[config.mk]
export PLATFORM = sky130hd
export DESIGN_NAME = jlhb_ctrl
export DESIGN_NICKNAME = d
export VERILOG_FILES = /design/src/inc/jlhb_pkg.sv /design/src/logic/jlhb_ctrl.sv /design/src/logic/jlhb_target.sv
export SDC_FILE = /design/constraint.sdc
export NUM_CORES = 1
export LEC_CHECK = 0
export BUFFER_PORTS_ARGS = -buffer_cell sky130_fd_sc_hd__buf_2
export CAP_MARGIN = 20
export CORE_UTILIZATION = 45
export CTS_BUF_LIST = sky130_fd_sc_hd__clkbuf_4 sky130_fd_sc_hd__clkbuf_8 sky130_fd_sc_hd__clkbuf_16
export CTS_CLUSTER_DIAMETER = 80
export DETAILED_ROUTE_END_ITERATION = 12
export MAX_ROUTING_LAYER = met4
export PLACE_DENSITY_LB_ADDON = 0.12
export SETUP_SLACK_MARGIN = 0.02
export SYNTH_ARGS = -nofsm -noshare
export SYNTH_HDL_FRONTEND = slang
export SYNTH_HIERARCHICAL = 1
export SYNTH_SLANG_ARGS = --single-unit
[constraint.sdc]
create_clock -name i_core_clk -period 4.35 [get_ports i_core_clk]
set_input_delay 0 -clock i_core_clk [delete_from_list [all_inputs] [get_ports i_core_clk]]
set_output_delay 0 -clock i_core_clk [all_outputs]
set_load 0.005 [all_outputs]
[src/inc/jlhb_pkg.sv]
package jlhb_pkg;

	// =====================================================================
	// Jump kinds presented by decode
	// =====================================================================
	typedef enum logic [1:0]
	{
		JLHB_OP_NONE = 2'h0,
		JLHB_OP_REG_CALL_BARRIER = 2'h1,
		JLHB_OP_REGION_CALL = 2'h2,
		JLHB_OP_EXCH_CALL = 2'h3
	} jlhb_op_t;

	// =====================================================================
	// Sequencer states, Gray coded along idle, slot, drain, redirect
	// =====================================================================
	typedef enum logic [1:0]
	{
		JLHB_ST_IDLE = 2'h0,
		JLHB_ST_SLOT = 2'h1,
		JLHB_ST_DRAIN = 2'h3,
		JLHB_ST_REDIR = 2'h2
	} jlhb_state_t;

	// =====================================================================
	// Address arithmetic and field layout
	// =====================================================================
	localparam logic [31:0] JLHB_SLOT_OFFSET = 32'h0000_0004;
	localparam logic [31:0] JLHB_LINK_OFFSET_SHORT = 32'h0000_0006;
	localparam logic [31:0] JLHB_LINK_OFFSET_EXCH = 32'h0000_0008;
	localparam logic [4:0] JLHB_LINK_DEFAULT = 5'h1f;
	localparam int JLHB_REGION_LSB = 27;
	localparam int JLHB_EXCH_REGION_LSB = 28;
	localparam int JLHB_INDEX_WIDTH = 26;

	// =====================================================================
	// Instruction set mode encoding and reset values
	// =====================================================================
	localparam logic JLHB_MODE_COMPACT = 1'b1;
	localparam logic JLHB_MODE_WIDE = 1'b0;
	localparam logic JLHB_MODE_RESET = 1'b1;
	localparam logic [31:0] JLHB_WORD_RESET = 32'h0000_0000;

	function automatic logic [31:0] jlhb_add(input logic [31:0] a,
		input logic [31:0] b);
	begin
		jlhb_add = a + b;
	end
	endfunction

endpackage

[src/logic/jlhb_ctrl.sv]
// Behaviour
// RULE1: Barrier call links current address plus 6 into chosen register.
// RULE2: Barrier register call with no link specifier links into register 31.
// RULE3: Register target has bit 0 cleared; mode bit loads from source bit 0.
// RULE4: The one delay-slot instruction completes before target fetch.
// RULE5: Software places only 16-bit instructions in short delay slots.
// RULE6: Software never uses the same register as source and link.
// RULE7: With wide set, wide target with address bit 1 set faults on fetch.
// RULE8: Without wide set, source bit 0 clear faults on target fetch.
// RULE9: Barrier clears execution and instruction hazards before target fetch.
// RULE10: Barrier call is accepted in every mode, no privilege needed.
// RULE11: Only hazards older than the barrier jump are drained.
// RULE12: Software keeps jumps, returns and waits out of delay slots.
// RULE13: Software clears instruction hazards after remapping or code writes.
// RULE14: Region target: index shifted left 1, upper bits from slot address.
// RULE15: Region call links current address plus 6 into register 31.
// RULE16: Exchange call links into register 31 with bit 0 as current mode.
// RULE17: Exchange call stays in 256 MB region and switches to wide set.
// RULE18: Fetch is held after the barrier's slot until hazards drain.
`timescale 1ns/1ps

module jlhb_ctrl #(
	parameter bit HAS_WIDE_SET = 1'b1
) (
	input wire logic i_core_clk,
	input wire logic i_rstn,
	input wire logic i_issue,
	input wire jlhb_pkg::jlhb_op_t i_op,
	input wire logic [31:0] i_pc,
	input wire logic [31:0] i_src_val,
	input wire logic [25:0] i_index,
	input wire logic [4:0] i_link_sel,
	input wire logic i_link_omitted,
	input wire logic i_hazard_pending,
	input wire logic i_slot_done,
	input wire logic i_hazard_clear_ack,
	output logic o_busy,
	output logic o_link_we,
	output logic [4:0] o_link_addr,
	output logic [31:0] o_link_data,
	output logic o_fetch_hold,
	output logic o_hazard_clear_req,
	output logic o_redirect,
	output logic [31:0] o_target,
	output logic o_addr_err,
	output logic o_isa_mode
);

	// =====================================================================
	// State
	// =====================================================================
	typedef struct packed
	{
		jlhb_pkg::jlhb_state_t state;
		jlhb_pkg::jlhb_op_t kind;
		logic barrier;
		logic pending;
		logic [31:0] target;
		logic new_mode;
		logic err;
		logic mode;
		logic link_we;
		logic [4:0] link_addr;
		logic [31:0] link_data;
		logic redirect;
	} jlhb_regs_t;

	jlhb_regs_t st;
	jlhb_regs_t next_st;
	logic [31:0] calc_target;
	logic calc_mode;
	logic calc_err;
	logic [4:0] calc_link_addr;
	logic [31:0] calc_link_data;
	logic accept;

	jlhb_target #(
		.HAS_WIDE_SET(HAS_WIDE_SET)
	) u_target (
		.i_op(i_op),
		.i_pc(i_pc),
		.i_src_val(i_src_val),
		.i_index(i_index),
		.i_link_sel(i_link_sel),
		.i_link_omitted(i_link_omitted),
		.i_cur_mode(st.mode),
		.o_target(calc_target),
		.o_new_mode(calc_mode),
		.o_addr_err(calc_err),
		.o_link_addr(calc_link_addr),
		.o_link_data(calc_link_data)
	);

	// =====================================================================
	// Sequencer
	// =====================================================================
	// There is no privilege input at all: the barrier call is refused only while a jump is still in flight.
	assign accept = i_issue && (i_op != jlhb_pkg::JLHB_OP_NONE)
		&& (st.state == jlhb_pkg::JLHB_ST_IDLE); // [RULE10]

	always_comb
	begin
		next_st = st;
		next_st.link_we = 1'b0;
		next_st.redirect = 1'b0;
		unique case (st.state)
			jlhb_pkg::JLHB_ST_IDLE:
			begin
				if (accept)
				begin
					next_st.state = jlhb_pkg::JLHB_ST_SLOT;
					next_st.kind = i_op;
					next_st.barrier =
						(i_op == jlhb_pkg::JLHB_OP_REG_CALL_BARRIER);
					// Sampled once here, so the slot's own hazards are not
					// waited for.
					next_st.pending = i_hazard_pending; // [RULE11]
					next_st.target = calc_target;
					next_st.new_mode = calc_mode;
					next_st.err = calc_err;
					next_st.link_we = 1'b1; // [RULE1] [RULE15] [RULE16]
					next_st.link_addr = calc_link_addr; // [RULE2]
					next_st.link_data = calc_link_data;
				end
			end
			jlhb_pkg::JLHB_ST_SLOT:
			begin
				if (i_slot_done) // [RULE4]
				begin
					if (st.barrier && st.pending)
					begin
						next_st.state = jlhb_pkg::JLHB_ST_DRAIN; // [RULE9]
					end
					else
					begin
						next_st.state = jlhb_pkg::JLHB_ST_REDIR;
					end
				end
			end
			jlhb_pkg::JLHB_ST_DRAIN:
			begin
				if (i_hazard_clear_ack)
				begin
					next_st.state = jlhb_pkg::JLHB_ST_REDIR; // [RULE18]
				end
			end
			jlhb_pkg::JLHB_ST_REDIR:
			begin
				next_st.state = jlhb_pkg::JLHB_ST_IDLE;
				next_st.redirect = 1'b1;
				next_st.mode = st.new_mode; // [RULE3] [RULE17]
			end
		endcase
	end

	always_ff @(posedge i_core_clk or negedge i_rstn)
	begin
		if (!i_rstn)
		begin
			st.state <= jlhb_pkg::JLHB_ST_IDLE;
			st.kind <= jlhb_pkg::JLHB_OP_NONE;
			st.barrier <= 1'b0;
			st.pending <= 1'b0;
			st.target <= jlhb_pkg::JLHB_WORD_RESET;
			st.new_mode <= jlhb_pkg::JLHB_MODE_RESET;
			st.err <= 1'b0;
			st.mode <= jlhb_pkg::JLHB_MODE_RESET;
			st.link_we <= 1'b0;
			st.link_addr <= jlhb_pkg::JLHB_LINK_DEFAULT;
			st.link_data <= jlhb_pkg::JLHB_WORD_RESET;
			st.redirect <= 1'b0;
		end
		else
		begin
			st <= next_st;
		end
	end

	// =====================================================================
	// Outputs
	// =====================================================================
	// Fetch is held from slot end to redirect so no target word sneaks in.
	assign o_busy = (st.state != jlhb_pkg::JLHB_ST_IDLE);
	assign o_fetch_hold = (st.state == jlhb_pkg::JLHB_ST_DRAIN)
		|| (st.state == jlhb_pkg::JLHB_ST_REDIR); // [RULE18]
	assign o_hazard_clear_req = (st.state == jlhb_pkg::JLHB_ST_DRAIN);
	assign o_link_we = st.link_we;
	assign o_link_addr = st.link_addr;
	assign o_link_data = st.link_data;
	assign o_redirect = st.redirect;
	assign o_target = st.target;
	assign o_addr_err = st.redirect && st.err; // [RULE7] [RULE8]
	assign o_isa_mode = st.mode;

	// =====================================================================
	// Checks
	// =====================================================================
	logic [31:0] slot_addr;
	logic slot_seen;

	assign slot_addr = jlhb_pkg::jlhb_add(i_pc, jlhb_pkg::JLHB_SLOT_OFFSET);

	always_ff @(posedge i_core_clk or negedge i_rstn)
	begin
		if (!i_rstn)
		begin
			slot_seen <= 1'b0;
		end
		else if (accept)
		begin
			slot_seen <= 1'b0;
		end
		else if (i_slot_done && st.state == jlhb_pkg::JLHB_ST_SLOT)
		begin
			slot_seen <= 1'b1;
		end
	end
endmodule

[src/logic/jlhb_target.sv]
`timescale 1ns/1ps

module jlhb_target #(
	parameter bit HAS_WIDE_SET = 1'b1
) (
	input wire jlhb_pkg::jlhb_op_t i_op,
	input wire logic [31:0] i_pc,
	input wire logic [31:0] i_src_val,
	input wire logic [25:0] i_index,
	input wire logic [4:0] i_link_sel,
	input wire logic i_link_omitted,
	input wire logic i_cur_mode,
	output logic [31:0] o_target,
	output logic o_new_mode,
	output logic o_addr_err,
	output logic [4:0] o_link_addr,
	output logic [31:0] o_link_data
);

	logic [31:0] slot_addr;

	always_comb
	begin
		slot_addr = jlhb_pkg::jlhb_add(i_pc, jlhb_pkg::JLHB_SLOT_OFFSET);
		o_target = {i_src_val[31:1], 1'b0}; // [RULE3]
		o_new_mode = i_cur_mode;
		o_addr_err = 1'b0;
		o_link_addr = jlhb_pkg::JLHB_LINK_DEFAULT;
		o_link_data = jlhb_pkg::jlhb_add(i_pc,
			jlhb_pkg::JLHB_LINK_OFFSET_SHORT); // [RULE1] [RULE15]
		unique case (i_op)
			jlhb_pkg::JLHB_OP_REG_CALL_BARRIER:
			begin
				if (!i_link_omitted)
				begin
					o_link_addr = i_link_sel;
				end
				if (HAS_WIDE_SET)
				begin
					o_new_mode = i_src_val[0]; // [RULE3]
					o_addr_err = !i_src_val[0] && i_src_val[1]; // [RULE7]
				end
				else
				begin
					o_addr_err = !i_src_val[0]; // [RULE8]
				end
			end
			jlhb_pkg::JLHB_OP_REGION_CALL:
			begin
				o_target = {slot_addr[31:jlhb_pkg::JLHB_REGION_LSB],
					i_index, 1'b0}; // [RULE14]
			end
			jlhb_pkg::JLHB_OP_EXCH_CALL:
			begin
				// A wide-set-only target is word aligned by construction.
				o_target = {slot_addr[31:jlhb_pkg::JLHB_EXCH_REGION_LSB],
					i_index, 2'b00}; // [RULE17]
				o_new_mode = jlhb_pkg::JLHB_MODE_WIDE; // [RULE17]
				o_addr_err = !HAS_WIDE_SET;
				o_link_data = jlhb_pkg::jlhb_add(i_pc,
					jlhb_pkg::JLHB_LINK_OFFSET_EXCH);
				o_link_data[0] = i_cur_mode; // [RULE16]
			end
			jlhb_pkg::JLHB_OP_NONE:
			begin
				o_target = {i_src_val[31:1], 1'b0};
			end
		endcase
	end

endmodule

==> impl_results.rst <==
.. list-table::
   :header-rows: 1

   * - Metric
     - Value
   * - Number of antenna violations at the first check in global routing
     - 2
   * - Number of antenna-violating nets in the routed design
     - 0
   * - Initial Util
     - 47.1%
   * - Gpl congestion
     - 0.792
   * - Final Slew Violations
     - 0
   * - DRT iter0 DRCs
     - between 100 and 150
   * - Synthesis-stage register bit count
     - 78
   * - Wire length of the first global-routing pass
     - 18100 um
   * - Worst-case clock buffer depth
     - 2
   * - Met3 wire length
     - 818 um
   * - Sequential area share after synthesis
     - around 38%
   * - Number of gates given a new drive strength after cts
     - 0
   * - CP Max Fanout
     - 52
   * - Chip width
     - 110 um
   * - WP data arrival
     - 2670 ps
   * - Die Ht
     - ~110 um
   * - Achievable Freq
     - roughly 410 MHz
   * - Drt pass-1 iters
     - 4
   * - Global Route Usage Sum
     - between 20 and 25%
   * - Clk_lat worst skew
     - ~340 ps
   * - Post-synthesis instance area
     - roughly 0.0052 mm2
   * - Vias in the first global route
     - 3604
   * - Number of warning messages in the yosys log
     - 6
   * - Worst EP required
     - 4570 ps
   * - GR Overflow Total
     - 0
   * - Start-to-end type of the worst setup path
     - reg2reg
   * - Final number of hold-violating endpoints
     - 0
   * - Run status
     - finished, final reports clean
   * - Pin count of the biggest net entering global routing
     - 79
   * - PortBufs
     - 179
   * - Post-synthesis compound-gate area fraction
     - 5.13%
   * - Synth unique cells
     - approximately 50
   * - Mux contribution to synthesized area
     - between 20 and 25%
   * - Crit path max-delay cell type
     - o21a_4
   * - Total number of vias
     - around 3700
   * - Post-CTS clock slew at the launch and capture registers of the worst setup and hold paths
     - 60 ps
   * - Final number of setup-violating endpoints
     - 0
   * - Setup Total Neg Slack
     - 0 ps
   * - Final wirelength
     - around 12000 um
   * - Leading cell types by total area after synthesis
     - dfrtp_1 (34%), mux2_4 (17%), buf_4 (10%)
   * - Routed length on met1
     - 5200 um
   * - Die area
     - 0.0120 mm2
   * - Portion of synthesized cell area occupied by the leading cell type
     - 34.1%
   * - Core utilization of the finished layout
     - 54.5%
   * - Leakage power summed over all cells
     - 2.88 nW
   * - Kind of cell adding the most delay to the critical path
     - compound AO/OA/AOI/OAI gates
   * - Count of H-tree levels built during CTS
     - 3
   * - Slew of the pin with the lowest slew margin
     - 985 ps
   * - Delay of the slowest critical-path stage
     - 810 ps
   * - Count of flip-flops with a built-in enable after synthesis
     - 0
   * - CP startpoint kind
     - register
   * - Final HPWL DP
     - 8280 um
   * - Peak supply drop
     - 0.000317 V
   * - Simple-gate share of the synthesized area
     - 11.5%
   * - Area added between synthesis and finish
     - 15.7%
   * - Syn avg cell area
     - 11.1 um2
   * - Syn Nets
     - 574
   * - Tightest hold margin
     - 21.7 ps
   * - Setup repair after global routing missed its margin
     - no
   * - Routed vias/inst
     - 5.02
   * - Async SR Flop Fraction
     - 100%
   * - Ratio of cells with drive above 1 in the final layout
     - 50.3%
   * - Clock skew
     - slightly below 5 ps
   * - Average wire per cell in the routed design
     - 15.8 um
   * - Detail Route met2 WL
     - 5270 um
   * - NumNets Final
     - 687
   * - Setup crit end kind
     - register
   * - Final design area excluding fillers
     - just over 0.006 mm2
   * - Highest metal layer with signal wires
     - met4
   * - Power density relative to cell area
     - 562 mW/mm2
   * - Cell count after synthesis
     - 468
   * - Buffering stage count on the worst path with inverters included
     - 1
   * - Synth Area in XOR/XNOR
     - under 10%
   * - Minimum clock period
     - 2450 ps
   * - Max-Cap Viols
     - 0
   * - Hold WC Path Type
     - in2reg
   * - Fraction of the mapped netlist area in adder cells
     - 0.480%
   * - Core Area
     - 0.0111 mm2
   * - Ports
     - 180
   * - Drc violations
     - 0
   * - Largest area contributor in the netlist
     - dfrtp_1
   * - Area post-placement
     - 0.00560 mm2
   * - Dominant combinational cell family by area after synthesis
     - multiplexers
   * - Most frequently used flop master after synthesis
     - dfrtp_1
   * - Clock root buffer
     - clkbuf_16
   * - Number of buffers inserted during clock tree synthesis
     - 9
   * - Number of hold buffers added after cts
     - 9
   * - CTS tree
     - done
   * - Share of the clock period used by the worst path
     - 56.3%
   * - Cell-by-cell trace of the critical path
     - nor3b_2 -> o21a_4 -> buf_4 -> mux2_2
   * - TritonCTS Sinks
     - 78
   * - Standard-cell rows
     - 38
   * - Postcts setup bufs
     - 0
   * - Normalized max-slew margin
     - 34.4%
cell usage after synthesis, types with 2 or more instances:
library cell  count
a21oi_1          34
and2_1            2
buf_1             2
buf_12            7
buf_4            71
clkbuf_1         10
dfrtp_1          71
dfstp_2           7
ha_1              2
inv_1             9
mux2_2           13
mux2_4           60
mux2i_1          25
nand2_1          15
nand2b_1          6
nand3_1          11
nand3b_1          2
nand4_1          14
nor2_1           39
nor4_2            2
o21ai_0           4
or2_2             2
xnor2_1          22
xor2_1           13
logic make-up after synthesis:
family          Yosys count
other cells               1
fa+ha+maj                 2
compound gates           45
mux                      98
xor+xnor                 35
flops                    78
simple gates            109
buf+inv                 100
per-layer routing:
layer	global-route usage, %	up-vias
met5	-	-
met3	5.16	19
met1	25.8	1745
li1	-	1759
met2	31.7	133
met4	8.38	0
worst min-delay path: stages:
cell and delay [ps]:
buf_2 80, nand2_1 40, o21ai_0 70, mux2_4 140
layout by cell type (no fill, tap or decap), types with 4 or more instances in the layout:
| cell type | netlist | layout |
|---|---|---|
| a21oi_1 | 34 | 34 |
| buf_2 | 1 | 178 |
| buf_4 | 71 | 5 |
| clkbuf_16 | 0 | 9 |
| dfrtp_1 | 71 | 71 |
| dfstp_2 | 7 | 7 |
| dlygate4sd3_1 | 0 | 9 |
| inv_1 | 9 | 9 |
| mux2_2 | 13 | 13 |
| mux2_4 | 60 | 60 |
| mux2i_1 | 25 | 25 |
| nand2_1 | 15 | 15 |
| nand2b_1 | 6 | 6 |
| nand3_1 | 11 | 11 |
| nand4_1 | 14 | 14 |
| nor2_1 | 39 | 39 |
| o21ai_0 | 4 | 4 |
| xnor2_1 | 22 | 22 |
| xor2_1 | 13 | 13 |
through the flow:
step,setup WS (ps),std cells,power [mW]
after CTS,1880,725,3.43
after floorplan,2830,468,2.53
after detailed placement,1890,700,2.58
final,1900,728,3.39
after global routing,1750,728,3.61
after global placement,1980,700,2.56
path summary, 6_finish.rpt:
kind	from	to	slack (ps)	cells after the start
worst max register to register	st[79]	o_target[11]	1900	4
worst min register to register	o_link_data[29]	o_link_data[29]	500	1
max in group asynchronous	i_rstn	st[41]	3510	3
worst min-delay path	i_pc[0]	o_link_data[0]	20	4
min in group asynchronous	i_rstn	o_link_data[22]	180	2
worst max-delay path	st[79]	o_target[11]	1900	4
flip-flops by register name, summed over array words and instances, names as in the netlist:
register,cells
o_target,32
o_link_data,32
o_isa_mode,1
st,6
o_link_addr,5
o_redirect,1
o_link_we,1
report_power, final:
group | internal, mW | switching (mW)
Sequential | 1.09 | 0.202
Clock | 0.516 | 0.306
Combinational | 0.806 | 0.470
Total | 2.41 | 0.978
final cells by class:
type                    count  area, um2
clock buffers              10        239
inverters                   9       33.8
fillers                  1016       5040
multi-input cells         290       2500
well taps                 140        175
clock inverters             6       85.1
flip-flops and latches     78       1960
repair buffers            193       1040
diodes                      2       5.00
(Power assumes the default switching activity.)
